**src/lan_dma_defines.svh**
```systemverilog
// Register offsets, field positions, reset values and timing counts
`ifndef LAN_DMA_DEFINES_SVH
`define LAN_DMA_DEFINES_SVH
`define REG_CMD          12'h000
`define REG_ISR          12'h004
`define REG_IMR          12'h008
`define REG_DCR          12'h00C
`define REG_TCR          12'h010
`define REG_RSA_LO       12'h014
`define REG_RSA_HI       12'h018
`define REG_STATUS       12'h01C
`define REG_EVENT        12'h020
`define CMD_START_BIT    0
`define DCR_LAS_BIT      0
`define ISR_RX_BIT       0
`define ISR_TX_BIT       1
`define ISR_DMA_BIT      2
`define CMD_RESET        8'h00
`define IMR_RESET        8'h00
`define DCR_RESET        8'h00
`define TCR_RESET        8'h00
`define RESET_CYCLES     10
`define DMA_CYCLE_CLOCKS 4
`endif

```
**src/lan_dma_pkg.sv**
```systemverilog
// Types shared by the bus-handshake block
package lan_dma_pkg;
	typedef enum logic [5:0] {
		DMA_IDLE  = 6'b000001,
		DMA_REQ   = 6'b000010,
		DMA_T1    = 6'b000100,
		DMA_T2    = 6'b001000,
		DMA_T3    = 6'b010000,
		DMA_T4    = 6'b100000
	} dma_state_e;
	typedef logic [7:0] reg_byte_t;
endpackage

```
**src/lan_ctrl_bus_dma_handshake.sv**
```systemverilog
// Bus request, grant, remote DMA pin, latch handshakes and interrupt
`timescale 1ns/1ps
`include "lan_dma_defines.svh"

// Function
// Long address mode: shared pin strobes upper address bits from remote start regs. Code leaves the pin undriven during the first T1 of each burst.
// Upper address strobe stays undriven until bus grant arrives.
// Short address mode: shared pin requests one remote DMA transfer.
// Remote DMA request is always driven as plain logic output.
// Shared pin undriven after reset until data configuration is written.
// Bus grant is active high and gives the device bus ownership.
// Bus request rises by itself when FIFO needs service.
// Host must never hold grant permanently high.
// Reset stops transmit and receive until start bit is set.
// Reset clears command, mask, data and transmit configuration.
// Reset completes within ten bus clock cycles.
// Interrupt raised on reception, transmission or DMA completion.
// Interrupt status cleared by write; every source individually maskable.
// Write acknowledge starts a local memory write cycle.
// Read acknowledge starts a read cycle to refill latch.
// Latch load strobe rises while valid read data is on bus.
// DMA cycle takes four clocks, ready stretches by single clocks.
// Request drops after burst; bus released when grant withdrawn.
module lan_ctrl_bus_dma_handshake (
	input  wire logic        clock,         // 100 MHz bus clock
	input  wire logic        nrst,          // Async reset, active low
	input  wire logic        psel,          // APB select
	input  wire logic        penable,       // APB enable
	input  wire logic        pwrite,        // APB direction
	input  wire logic [11:0] paddr,         // APB byte address
	input  wire logic [31:0] pwdata,        // APB write data
	output logic      [31:0] prdata,        // APB read data
	output logic             pready,        // APB ready
	output logic             pslverr,       // APB error
	input  wire logic        fifoNeedsService, // FIFO wants DMA
	input  wire logic        rxDone,        // Packet received pulse
	input  wire logic        txDone,        // Packet sent pulse
	input  wire logic        busGrant,      // Bus grant pin
	input  wire logic        latchWriteAck, // Latch write acknowledge pin
	input  wire logic        latchReadAck,  // Latch read acknowledge pin
	input  wire logic        memReady,      // Wait-state request pin
	output logic             busRequestOut, // Bus request pin
	output logic             dualPinOut,    // Shared request/strobe level
	output logic             dualPinOe,     // Shared pin output enable
	output logic             latchLoadStrobe, // Latch load strobe pin
	output logic             memCycleWrite, // Active DMA cycle is a write
	output logic             busOwned,      // Device holds the bus
	output logic [15:0]      upperAddr,     // Upper address bits for latch
	output logic             irq,           // Interrupt, active high
	output logic             macEnable      // Transmit/receive allowed
);
	import lan_dma_pkg::*;

	////////////////////////////////////////////////////////////////////////////
	reg_byte_t  cmdReg;
	reg_byte_t  imrReg;
	reg_byte_t  dcrReg;
	reg_byte_t  tcrReg;
	reg_byte_t  rsaLo;
	reg_byte_t  rsaHi;
	logic [2:0] isrReg;
	logic       dcrWritten;
	logic [3:0] resetCount;
	logic       resetDone;
	dma_state_e state;
	dma_state_e next_state;
	logic       cycleIsWrite;
	logic       strobePhase;
	logic       pendWrite;
	logic       pendRead;
	logic       burstDone;
	logic [2:0] pinSync;
	logic       grantS;
	logic       wackS;
	logic       rackS;
	logic       wackD;
	logic       rackD;
	logic       wrAccess;
	logic       longAddr;
	logic [2:0] setBits;
	logic [2:0] clrBits;

	function automatic logic hit(input logic [11:0] a, input logic [11:0] off);
		return a == off;
	endfunction

	pin_sync #(
		.WIDTH(3)
	) u_sync (
		.clock(clock),
		.nrst (nrst),
		.din  ({busGrant, latchWriteAck, latchReadAck}),
		.dout (pinSync)
	);
	assign grantS = pinSync[2];
	assign wackS  = pinSync[1];
	assign rackS  = pinSync[0];

	////////////////////////////////////////////////////////////////////////////
	// APB slave, zero wait states
	assign pready   = 1'b1;
	assign wrAccess = psel && penable && pwrite;
	assign longAddr = dcrReg[`DCR_LAS_BIT];

	always_comb begin
		pslverr = 1'b0;
		if (psel && penable) begin
			pslverr = !(hit(paddr, `REG_CMD) || hit(paddr, `REG_ISR) ||
				hit(paddr, `REG_IMR) || hit(paddr, `REG_DCR) ||
				hit(paddr, `REG_TCR) || hit(paddr, `REG_RSA_LO) ||
				hit(paddr, `REG_RSA_HI) || hit(paddr, `REG_STATUS) ||
				hit(paddr, `REG_EVENT));
		end
	end

	// Reset clears the configuration set
	always_ff @(posedge clock or negedge nrst) begin
		if (!nrst) begin
			cmdReg <= `CMD_RESET;
			imrReg <= `IMR_RESET;
			dcrReg <= `DCR_RESET;
			tcrReg <= `TCR_RESET;
			rsaLo  <= 8'h00;
			rsaHi  <= 8'h00;
		end else if (wrAccess && resetDone) begin
			if (hit(paddr, `REG_CMD))
				cmdReg <= pwdata[7:0];
			if (hit(paddr, `REG_IMR))
				imrReg <= pwdata[7:0];
			if (hit(paddr, `REG_DCR))
				dcrReg <= pwdata[7:0];
			if (hit(paddr, `REG_TCR))
				tcrReg <= pwdata[7:0];
			if (hit(paddr, `REG_RSA_LO))
				rsaLo <= pwdata[7:0];
			if (hit(paddr, `REG_RSA_HI))
				rsaHi <= pwdata[7:0];
		end
	end

	// Shared pin stays off the bus until configured
	always_ff @(posedge clock or negedge nrst) begin
		if (!nrst) begin
			dcrWritten <= 1'b0;
		end else if (wrAccess && resetDone && hit(paddr, `REG_DCR)) begin
			dcrWritten <= 1'b1;
		end
	end

	// Internal reset sequencing
	always_ff @(posedge clock or negedge nrst) begin
		if (!nrst) begin
			resetCount <= 4'h0;
		end else if (!resetDone) begin
			resetCount <= resetCount + 4'h1;
		end
	end
	assign resetDone = (resetCount == 4'(`RESET_CYCLES - 1));
	assign macEnable = resetDone && cmdReg[`CMD_START_BIT];

	always_comb begin
		prdata = 32'h0000_0000;
		if (psel && !pwrite) begin
			if (hit(paddr, `REG_CMD))
				prdata = {24'h0, cmdReg};
			else if (hit(paddr, `REG_ISR))
				prdata = {29'h0, isrReg};
			else if (hit(paddr, `REG_IMR))
				prdata = {24'h0, imrReg};
			else if (hit(paddr, `REG_DCR))
				prdata = {24'h0, dcrReg};
			else if (hit(paddr, `REG_TCR))
				prdata = {24'h0, tcrReg};
			else if (hit(paddr, `REG_RSA_LO))
				prdata = {24'h0, rsaLo};
			else if (hit(paddr, `REG_RSA_HI))
				prdata = {24'h0, rsaHi};
			else if (hit(paddr, `REG_STATUS))
				prdata = {24'h0, 2'b00, state};
		end
	end

	////////////////////////////////////////////////////////////////////////////
	// Interrupt status, set wins over clear-by-write-one
	assign setBits = {burstDone, txDone && macEnable, rxDone && macEnable};
	assign clrBits = (wrAccess && hit(paddr, `REG_ISR)) ? pwdata[2:0] : 3'b000;
	always_ff @(posedge clock or negedge nrst) begin
		if (!nrst) begin
			isrReg <= 3'b000;
		end else begin
			isrReg <= (isrReg & ~clrBits) | setBits;
		end
	end
	assign irq = |(isrReg & imrReg[2:0]);

	////////////////////////////////////////////////////////////////////////////
	// Latch acknowledge edges queue memory cycles
	always_ff @(posedge clock or negedge nrst) begin
		if (!nrst) begin
			wackD <= 1'b0;
			rackD <= 1'b0;
		end else begin
			wackD <= wackS;
			rackD <= rackS;
		end
	end

	always_ff @(posedge clock or negedge nrst) begin
		if (!nrst) begin
			pendWrite <= 1'b0;
			pendRead  <= 1'b0;
		end else begin
			if (wackS && !wackD)
				pendWrite <= 1'b1;
			else if (state == DMA_T1 && cycleIsWrite)
				pendWrite <= 1'b0;
			if (rackS && !rackD)
				pendRead <= 1'b1;
			else if (state == DMA_T1 && !cycleIsWrite)
				pendRead <= 1'b0;
		end
	end

	////////////////////////////////////////////////////////////////////////////
	// Bus ownership and four-clock memory cycle
	always_comb begin
		next_state = state;
		unique case (state)
			DMA_IDLE:
				// Wait for the old grant to drop so a stale grant is never reused
				if (resetDone && !grantS && (fifoNeedsService || pendWrite || pendRead))
					next_state = DMA_REQ;
			DMA_REQ:
				if (grantS)
					next_state = DMA_T1;
			DMA_T1:
				next_state = DMA_T2;
			DMA_T2:
				next_state = DMA_T3;
			DMA_T3:
				if (!memReady)
					next_state = DMA_T4;
			DMA_T4:
				if (!grantS || !(fifoNeedsService || pendWrite || pendRead))
					next_state = DMA_IDLE;
				else
					next_state = DMA_T1;
			default:
				next_state = DMA_IDLE;
		endcase
	end

	always_ff @(posedge clock or negedge nrst) begin
		if (!nrst) begin
			state <= DMA_IDLE;
		end else begin
			state <= next_state;
		end
	end

	always_ff @(posedge clock or negedge nrst) begin
		if (!nrst) begin
			cycleIsWrite <= 1'b0;
		end else if (next_state == DMA_T1) begin
			cycleIsWrite <= pendWrite;
		end
	end

	assign burstDone     = (state == DMA_T4) && (next_state == DMA_IDLE);
	assign busRequestOut = (state != DMA_IDLE);
	assign busOwned      = (state != DMA_IDLE) && (state != DMA_REQ) && grantS;
	assign memCycleWrite = cycleIsWrite;

	// Latch strobe low in T3/T4, rising as T4 ends with data valid
	assign strobePhase = !cycleIsWrite && (state == DMA_T2 || state == DMA_T3);
	always_ff @(posedge clock or negedge nrst) begin
		if (!nrst) begin
			latchLoadStrobe <= 1'b1;
		end else begin
			latchLoadStrobe <= !strobePhase;
		end
	end

	////////////////////////////////////////////////////////////////////////////
	// Shared request/strobe pin
	always_ff @(posedge clock or negedge nrst) begin
		if (!nrst) begin
			dualPinOut <= 1'b0;
			dualPinOe  <= 1'b0;
			upperAddr  <= 16'h0000;
		end else if (!dcrWritten) begin
			dualPinOe  <= 1'b0;
			dualPinOut <= 1'b0;
		end else if (longAddr) begin
			upperAddr  <= {rsaHi, rsaLo};
			dualPinOe  <= busOwned;
			dualPinOut <= (next_state == DMA_T1);
		end else begin
			dualPinOe  <= 1'b1;
			dualPinOut <= (pendWrite || pendRead) && (state == DMA_IDLE);
		end
	end
endmodule

```
**src/pin_sync.sv**
```systemverilog
// Three-stage input synchroniser with agreement filter
`timescale 1ns/1ps
module pin_sync #(
	parameter int WIDTH = 1
) (
	input  wire logic             clock, // System clock
	input  wire logic             nrst,  // Async reset, active low
	input  wire logic [WIDTH-1:0] din,   // Asynchronous pins
	output logic      [WIDTH-1:0] dout   // Filtered level
);
	logic [WIDTH-1:0] s1;
	logic [WIDTH-1:0] s2;
	logic [WIDTH-1:0] s3;

	always_ff @(posedge clock or negedge nrst) begin
		if (!nrst) begin
			s1 <= '0;
			s2 <= '0;
			s3 <= '0;
		end else begin
			s1 <= din;
			s2 <= s1;
			s3 <= s2;
		end
	end

	genvar i;
	generate
		for (i = 0; i < WIDTH; i++) begin : g_bit
			always_ff @(posedge clock or negedge nrst) begin
				if (!nrst) begin
					dout[i] <= 1'b0;
				end else if (s2[i] == s3[i]) begin
					dout[i] <= s2[i];
				end
			end
		end
	endgenerate
endmodule
```
**config.mk**
```make
export PLATFORM = sky130hd
export DESIGN_NAME = lan_ctrl_bus_dma_handshake
export DESIGN_NICKNAME = d
export VERILOG_FILES = /design/src/lan_dma_pkg.sv /design/src/lan_ctrl_bus_dma_handshake.sv /design/src/pin_sync.sv
export VERILOG_INCLUDE_DIRS = /design/src
export SDC_FILE = /design/constraint.sdc
export NUM_CORES = 1
export LEC_CHECK = 0
export BUFFER_PORTS_ARGS = -buffer_cell sky130_fd_sc_hd__buf_2
export CORE_ASPECT_RATIO = 1.1
export CORE_MARGIN = 1
export CORE_UTILIZATION = 30
export DETAILED_ROUTE_END_ITERATION = 8
export GPL_TIMING_DRIVEN = 0
export REMOVE_ABC_BUFFERS = 1
export SLEW_MARGIN = 20
export SYNTH_ARGS = -nofsm -noshare
export SYNTH_HDL_FRONTEND = slang
export SYNTH_SLANG_ARGS = --single-unit
```
**constraint.sdc**
```tcl
create_clock -name clock -period 2.1 [get_ports clock]
set_input_delay 0.315 -clock clock [delete_from_list [all_inputs] [get_ports clock]]
set_output_delay 0.315 -clock clock [all_outputs]
set_load 0.05 [all_outputs]
```
==> impl_metrics.toml, run 1 <==
[synthesis]
yosysTopAreaCellShare_pct = 50.9
synth.avg_cell_area_um2 = 12.5
ys_types = 59
synth.ff_latch_count = 98
synthArstFlopShare_pct = 100
synth_edf_count = 0
synth_top_area_cell = "dfrtp_1"
synthMostInstantiatedCell = "dfrtp_1"
synth_flop_cell = "dfrtp_1"
synthTopCellsByCount = "dfrtp_1 (96), mux2_2 (63), buf_4 (26), nor2_1 (14), o21ai_0 (14)"
yosys_warnings = 0
syn_area_um2 = 4720
synth-seq-area-share_pct = 52.0
synthCells = 377
post_synth_main_area_contributors = "dfrtp_1 (51%), mux2_2 (15%), buf_4 (4.1%)"

[clock_network]
cts_root_buffer = "clkbuf_16"
clk_transition_reported_paths_ns = 0.06
clkSinkCount = 98
cts_tree = "done"
clk_path_buf_depth = 2
clk_latency_ns = 0.34
htree_levels = 3
numCtsBuffers = 9

[drt]
drtIter0Drc = 119
wl_mm = 11.6
vias = 3273
via_per_inst = 4.88
drc = 0
dr.pass1.iters = 4
ant_nets = 0
wl_per_cell_um = 17.3

[timing]
finClkSkew_ns = 0.00757
hold_viol_final = 0
min_period_over_period_pct = 104
finalSetupViolations = 3
slew_violations = 0
slew_headroom_pct = 37.6
fin_crit_ns = 2.19
holdWs_ns = 0.0720
worst_pin_slew_ns = 0.934
worst_slack_ns = -0.0873
rsz0062_at_grt = "yes"
fmax_mhz = 457

[setup_path]
crit_path_max_fanout = 4
startpoint = "state[5]"
regToRegEndpoint = "memCycleWrite"
r2r_cells = 6
arrival_ns = 1.87
worst_setup_path_end_kind = "primary output"
required_ns = 1.78
worstSetupPathType = "register to primary output"
start_kind = "register"
reg2reg_from = "state[2]"
regToRegSetupSlack_ns = -0.02

[floorplanning]
core_area_um2 = 15200
die_w_um = 122
die_y_um = 134
die_area_um2 = 16200
start_util_pct = 31.0
rows = 47
ios = 114

[cells_and_area]
fillers = 1459
antenna_cells = 0
final_util_pct = 39.4
fin_nets = 528
synthToLayoutAreaGrowth_pct = 27.2
drive_gt1_share_pct = 46.5

[placement]
place_ws_ns = -0.846
place_congestion = 0.782
io_buffers = 64
dp_hpwl_mm = 7.60

[outcome]
status = "finished with violations"
violations = "negative setup slack"

[grt]
grt-ovfl-total = 0
grt_pass1_vias = 3422
gr-usage-all-layers_pct = 14.9
grt_antenna_before_repair = 0
grt_first_pass_wirelength_mm = 18.3
grt_max_degree = 71

[power_and_ir_drop]
pwr-share-comb_pct = 18.3
cellInternalPower_uw = 3400
irDropWorstVdd_v = 0.000348
power.switching_uw = 1340
p_total_uw = 4730
powerDensity_nw_per_um2 = 788
pwr-share-clk_pct = 38.4
pwr-share-seq_pct = 43.3
swShare_pct = 28.2
leakage_uw = 0.00281

[min_path]
hold_depth = 1
min_path_type = "input pin to register"
hold-path-endpoint = "u_sync.s1[2]"
hold_path_startpoint = "busGrant"

[job]
maxCapViolations = 0
[state kept, by name, summed over array words and instances (netlist names), 3 cells and up]
| signal | flops |
|---|---|
| state | 6 |
| imrReg | 8 |
| rsaHi | 8 |
| rsaLo | 8 |
| u_sync.s1 | 3 |
| u_sync.s3 | 3 |
| resetCount | 4 |
| dcrReg | 8 |
| tcrReg | 8 |
| isrReg | 3 |
| u_sync.s2 | 3 |
| upperAddr | 16 |
| u_sync.dout | 3 |
| cmdReg | 8 |
[what timing repair did]
item                                    in CTS  in global routing
setup buffers                               25                  7
pin swaps                                   13                 10
hold buffers                                 1                  0
endpoints found under the setup margin      60                 32
gates resized for setup                     48                 23
hold endpoints to repair                    26                  0
[cell usage in the layout (no fill, tap or decap), types with 4 or more instances in the layout]
| cell | instances |
|---|---|
| a21oi_1 | 7 |
| buf_2 | 49 |
| buf_4 | 31 |
| buf_6 | 13 |
| clkbuf_16 | 9 |
| conb_1 | 25 |
| dfrtp_1 | 91 |
| dfrtp_2 | 5 |
| inv_1 | 12 |
| mux2_2 | 63 |
| mux2i_1 | 8 |
| mux4_2 | 4 |
| nand2_1 | 7 |
| nand2b_1 | 6 |
| nand3_1 | 6 |
| nor2_1 | 13 |
| nor2b_1 | 4 |
| nor3_1 | 4 |
| nor4_1 | 5 |
| nor4_4 | 6 |
| o21a_1 | 4 |
| o21ai_0 | 10 |
| o22ai_1 | 5 |
| xnor2_1 | 5 |
[power by group through the flow]
stage | clock (µW) | combinational, µW | sequential [µW]
finish | 1820 | 866 | 2050
global route | 1920 | 920 | 2060
CTS | 1850 | 849 | 2050
detailed placement | 0 | 716 | 2080
global placement | 0 | 692 | 2080
floorplan | 0 | 469 | 2090
[worst max-delay path by stage]
| stage | to | slack (ns) | depth (start not counted) |
|---|---|---|---|
| 2_1_floorplan | prdata[4] | -0.67 | 4 |
| 3_3_place_gp | dcrReg[5] | -0.77 | 4 |
| 3_5_place_dp | rsaLo[7] | -0.85 | 4 |
| 4_1_cts | busRequestOut | -0.12 | 3 |
| 5_1_grt | busRequestOut | -0.12 | 3 |
| 6_report | busRequestOut | -0.09 | 3 |
[critical path, stage by stage (launching register included)]
cell	delay, ns
dfrtp_2	0.41
or4_4	0.54
or3b_4	0.42
buf_8	0.17
[per-stage QoR]
| step | instance area [µm²] | cells | TNS [ns] |
|---|---|---|---|
| floorplan | 4560 | 361 | -4.21 |
| global placement | 5130 | 621 | -47.50 |
| detailed placement | 5160 | 622 | -27.74 |
| CTS | 5860 | 664 | -0.164 |
| global route | 6000 | 671 | -0.486 |
| finish | 6000 | 671 | -0.118 |
[cell families (layout without fill, tap and decap cells)]
group	Yosys count	after routing	share of synthesized area (%)
other cells	2	25	0.159
mux	76	76	18.9
buf+inv	53	128	6.28
simple gates	82	82	12.4
xor+xnor	5	5	0.928
flops	98	98	52.0
fa+ha+maj	5	5	1.17
compound gates	56	56	8.14
[metal layers]
| layer | up-vias | share of wire, % | track usage, % |
|---|---|---|---|
| met5 | - | 0 | 0 |
| met4 | 0 | 1.8 | 5.56 |
| met3 | 16 | 4.4 | 3.77 |
| met2 | 82 | 50 | 24.1 |
| met1 | 1667 | 44 | 19.0 |
| li1 | 1508 | - | - |
[layout make-up]
cell class	instances	area (µm²)	share of cell area, %
multi-input combinational	249	2200	36.7
clock buffer	12	256	4.28
sequential	98	2460	41.0
inverter	14	57.6	0.959
clock inverter	4	73.8	1.23
tap	196	245	4.09
timing repair buffer	98	704	11.7
No activity file was read; power rests on OpenSTA's default activity.
==> run 2, diff against run 1 <==
ABC_AREA = 1   (was default)
==> impl_metrics.toml, run 2 <==
[drt]
via_per_inst = 4.56
dr.pass1.iters = 4
drc = 0
wl_mm = 11.2
wl_per_cell_um = 13.5
drtIter0Drc = 272
ant_nets = 0
vias = 3776

[outcome]
status = "completed"

[floorplanning]
core_area_um2 = 15300
die_y_um = 134
ios = 114
die_area_um2 = 16300
rows = 47
start_util_pct = 31.1
die_w_um = 122

[min_path]
min_path_type = "input pin to register"

[clock_network]
numCtsBuffers = 9
cts_tree = "done"
clk_latency_ns = 0.35
clk_path_buf_depth = 2
htree_levels = 3
clkSinkCount = 98
clk_transition_reported_paths_ns = 0.07
cts_root_buffer = "clkbuf_16"

[grt]
grt_antenna_before_repair = 0
gr-usage-all-layers_pct = 14.1
grt_first_pass_wirelength_mm = 17.7
grt_pass1_vias = 3494
grt_max_degree = 60
grt-ovfl-total = 0

[timing]
fmax_mhz = 477
worst_pin_slew_ns = 0.784
slew_headroom_pct = 47.6
min_period_over_period_pct = 99.8
fin_crit_ns = 2.10
finClkSkew_ns = 0.00631
rsz0062_at_grt = "yes"
slew_violations = 0
hold_viol_final = 0
finalSetupViolations = 0
fin_setup_tns_ns = 0

[cells_and_area]
fin_nets = 685
drive_gt1_share_pct = 37.3
synthToLayoutAreaGrowth_pct = 30.1
mostFrequentLayoutCells = "nand2_1 (99), dfrtp_1 (96), buf_2 (44)"
largest_reg_flops = 16
antenna_cells = 0
register_area_um2 = 2450
layout_commonest_cell = "nand2_1"
fillers = 1529
multi_input_area_um2 = 2210
final_area_um2 = 6180
top_register = "upperAddr"

[synthesis]
synth_top_area_cell = "dfrtp_1"
ys_types = 37
synth.avg_cell_area_um2 = 8.96
synth.ff_latch_count = 98
synth_xor_area_share_pct = 0.553
synth-simple-area-share_pct = 21.3
synthTopCellsByCount = "nand2_1 (121), dfrtp_1 (96), inv_1 (53), o21ai_0 (35), nand3_1 (34)"
yosysTopAreaCellShare_pct = 50.6
synthArstFlopShare_pct = 100
synthCells = 530
syn_area_um2 = 4750
synth_flop_cell = "dfrtp_1"
synth_top_family_by_area = "simple AND/OR/NAND/NOR gates"
synth_compound_area_share_pct = 12.1
yosys_warnings = 0
synth_fa_ha_area_share_pct = 1.16
synthMuxAreaShare_pct = 2.84
post_synth_main_area_contributors = "dfrtp_1 (51%), nand2_1 (9.6%), inv_1 (4.2%)"
synth-seq-area-share_pct = 51.7
synthMostInstantiatedCell = "nand2_1"
synth_edf_count = 0

[job]
maxCapViolations = 0

[power_and_ir_drop]
irDropWorstVdd_v = 0.000401
leakage_uw = 0.00312
powerDensity_nw_per_um2 = 690

[setup_path]
crit_path_max_fanout = 7
start_kind = "input pin"
worstSetupPathType = "input pin to primary output"
arrival_ns = 1.78
required_ns = 1.78
worst_setup_path_end_kind = "primary output"

[placement]
place_congestion = 0.799
dp_hpwl_mm = 7.89
post_dp_cell_area_um2 = 5170
io_buffers = 64
run 2: cell type report:
type                       count  area share, %
clock buffer                   9           3.64
inverter                      58           3.85
clock inverter                 7          0.971
tap                          196           3.97
sequential                    98           39.7
multi-input combinational    363           35.7
timing repair buffer          97           12.1
run 2: final timing paths:
check                         startpoint            to  slack (ns)  cells after the start
hold / removal                  busGrant  u_sync.s1[2]        0.07                      1
min in group asynchronous           nrst  u_sync.s1[0]        0.44                      2
max in group asynchronous           nrst      state[0]        1.02                      3
setup reg to reg           resetCount[1]      rsaHi[4]        0.34                     10
setup / recovery               paddr[11]     prdata[2]       0.005                     13
hold reg to reg             u_sync.s1[0]  u_sync.s2[0]        0.35                      0
run 2: metal layers:
metal / vias to the layer above / wire length, µm / GRT usage, %
li1: 1881 / - / -
met1: 1790 / 5090 / 18.2
met2: 86 / 5460 / 23.0
met3: 19 / 387 / 2.55
met4: 0 / 282 / 5.62
met5: - / 0 / 0
run 2: through the flow:
stage	setup WS [ns]	std cells	hold slack [ns]	util (%)	power, µW
global placement	-0.564	779	0.333	33.6	2660
floorplan	-0.393	519	0.0194	-	2480
global route	-0.0637	828	0.0561	40.4	4440
detailed placement	-0.524	780	0.244	33.8	2670
CTS	-0.0455	815	0.0626	38.0	4290
finish	0.00489	828	0.0712	40.4	4270
run 2: cells by family (layout without fill, tap and decap cells):
kind of cell / count (synthesis) / count (layout)
adder cells (fa/ha/maj): 5 / 5
buffers and inverters: 92 / 171
AO/OA/AOI/OAI: 100 / 100
XOR/XNOR: 3 / 3
flip-flops: 98 / 98
multiplexers: 12 / 12
AND/OR/NAND/NOR: 218 / 218
other: 2 / 25
run 2: worst max-delay path, cell delays in order:
cell     delay [ns]
buf_6          0.10
nor2_4         0.12
nand2_4        0.08
nor2_4         0.17
buf_6          0.17
buf_8          0.13
nand3_2        0.07
nand3_2        0.08
nand2_2        0.05
nand3_2        0.06
nand2_2        0.07
a21oi_4        0.18
buf_6          0.18
run 2: where the power goes:
part / switching [µW] / internal [µW]
registers: 51.2 / 1960
clock network: 753 / 827
logic: 511 / 158
run 2: what timing repair did:
item,4_1_cts,5_1_grt
gates resized for setup,61,79
pin swaps,20,38
endpoints found under the setup margin,17,10
setup buffers,18,13
hold endpoints to repair,38,0
hold buffers,1,0
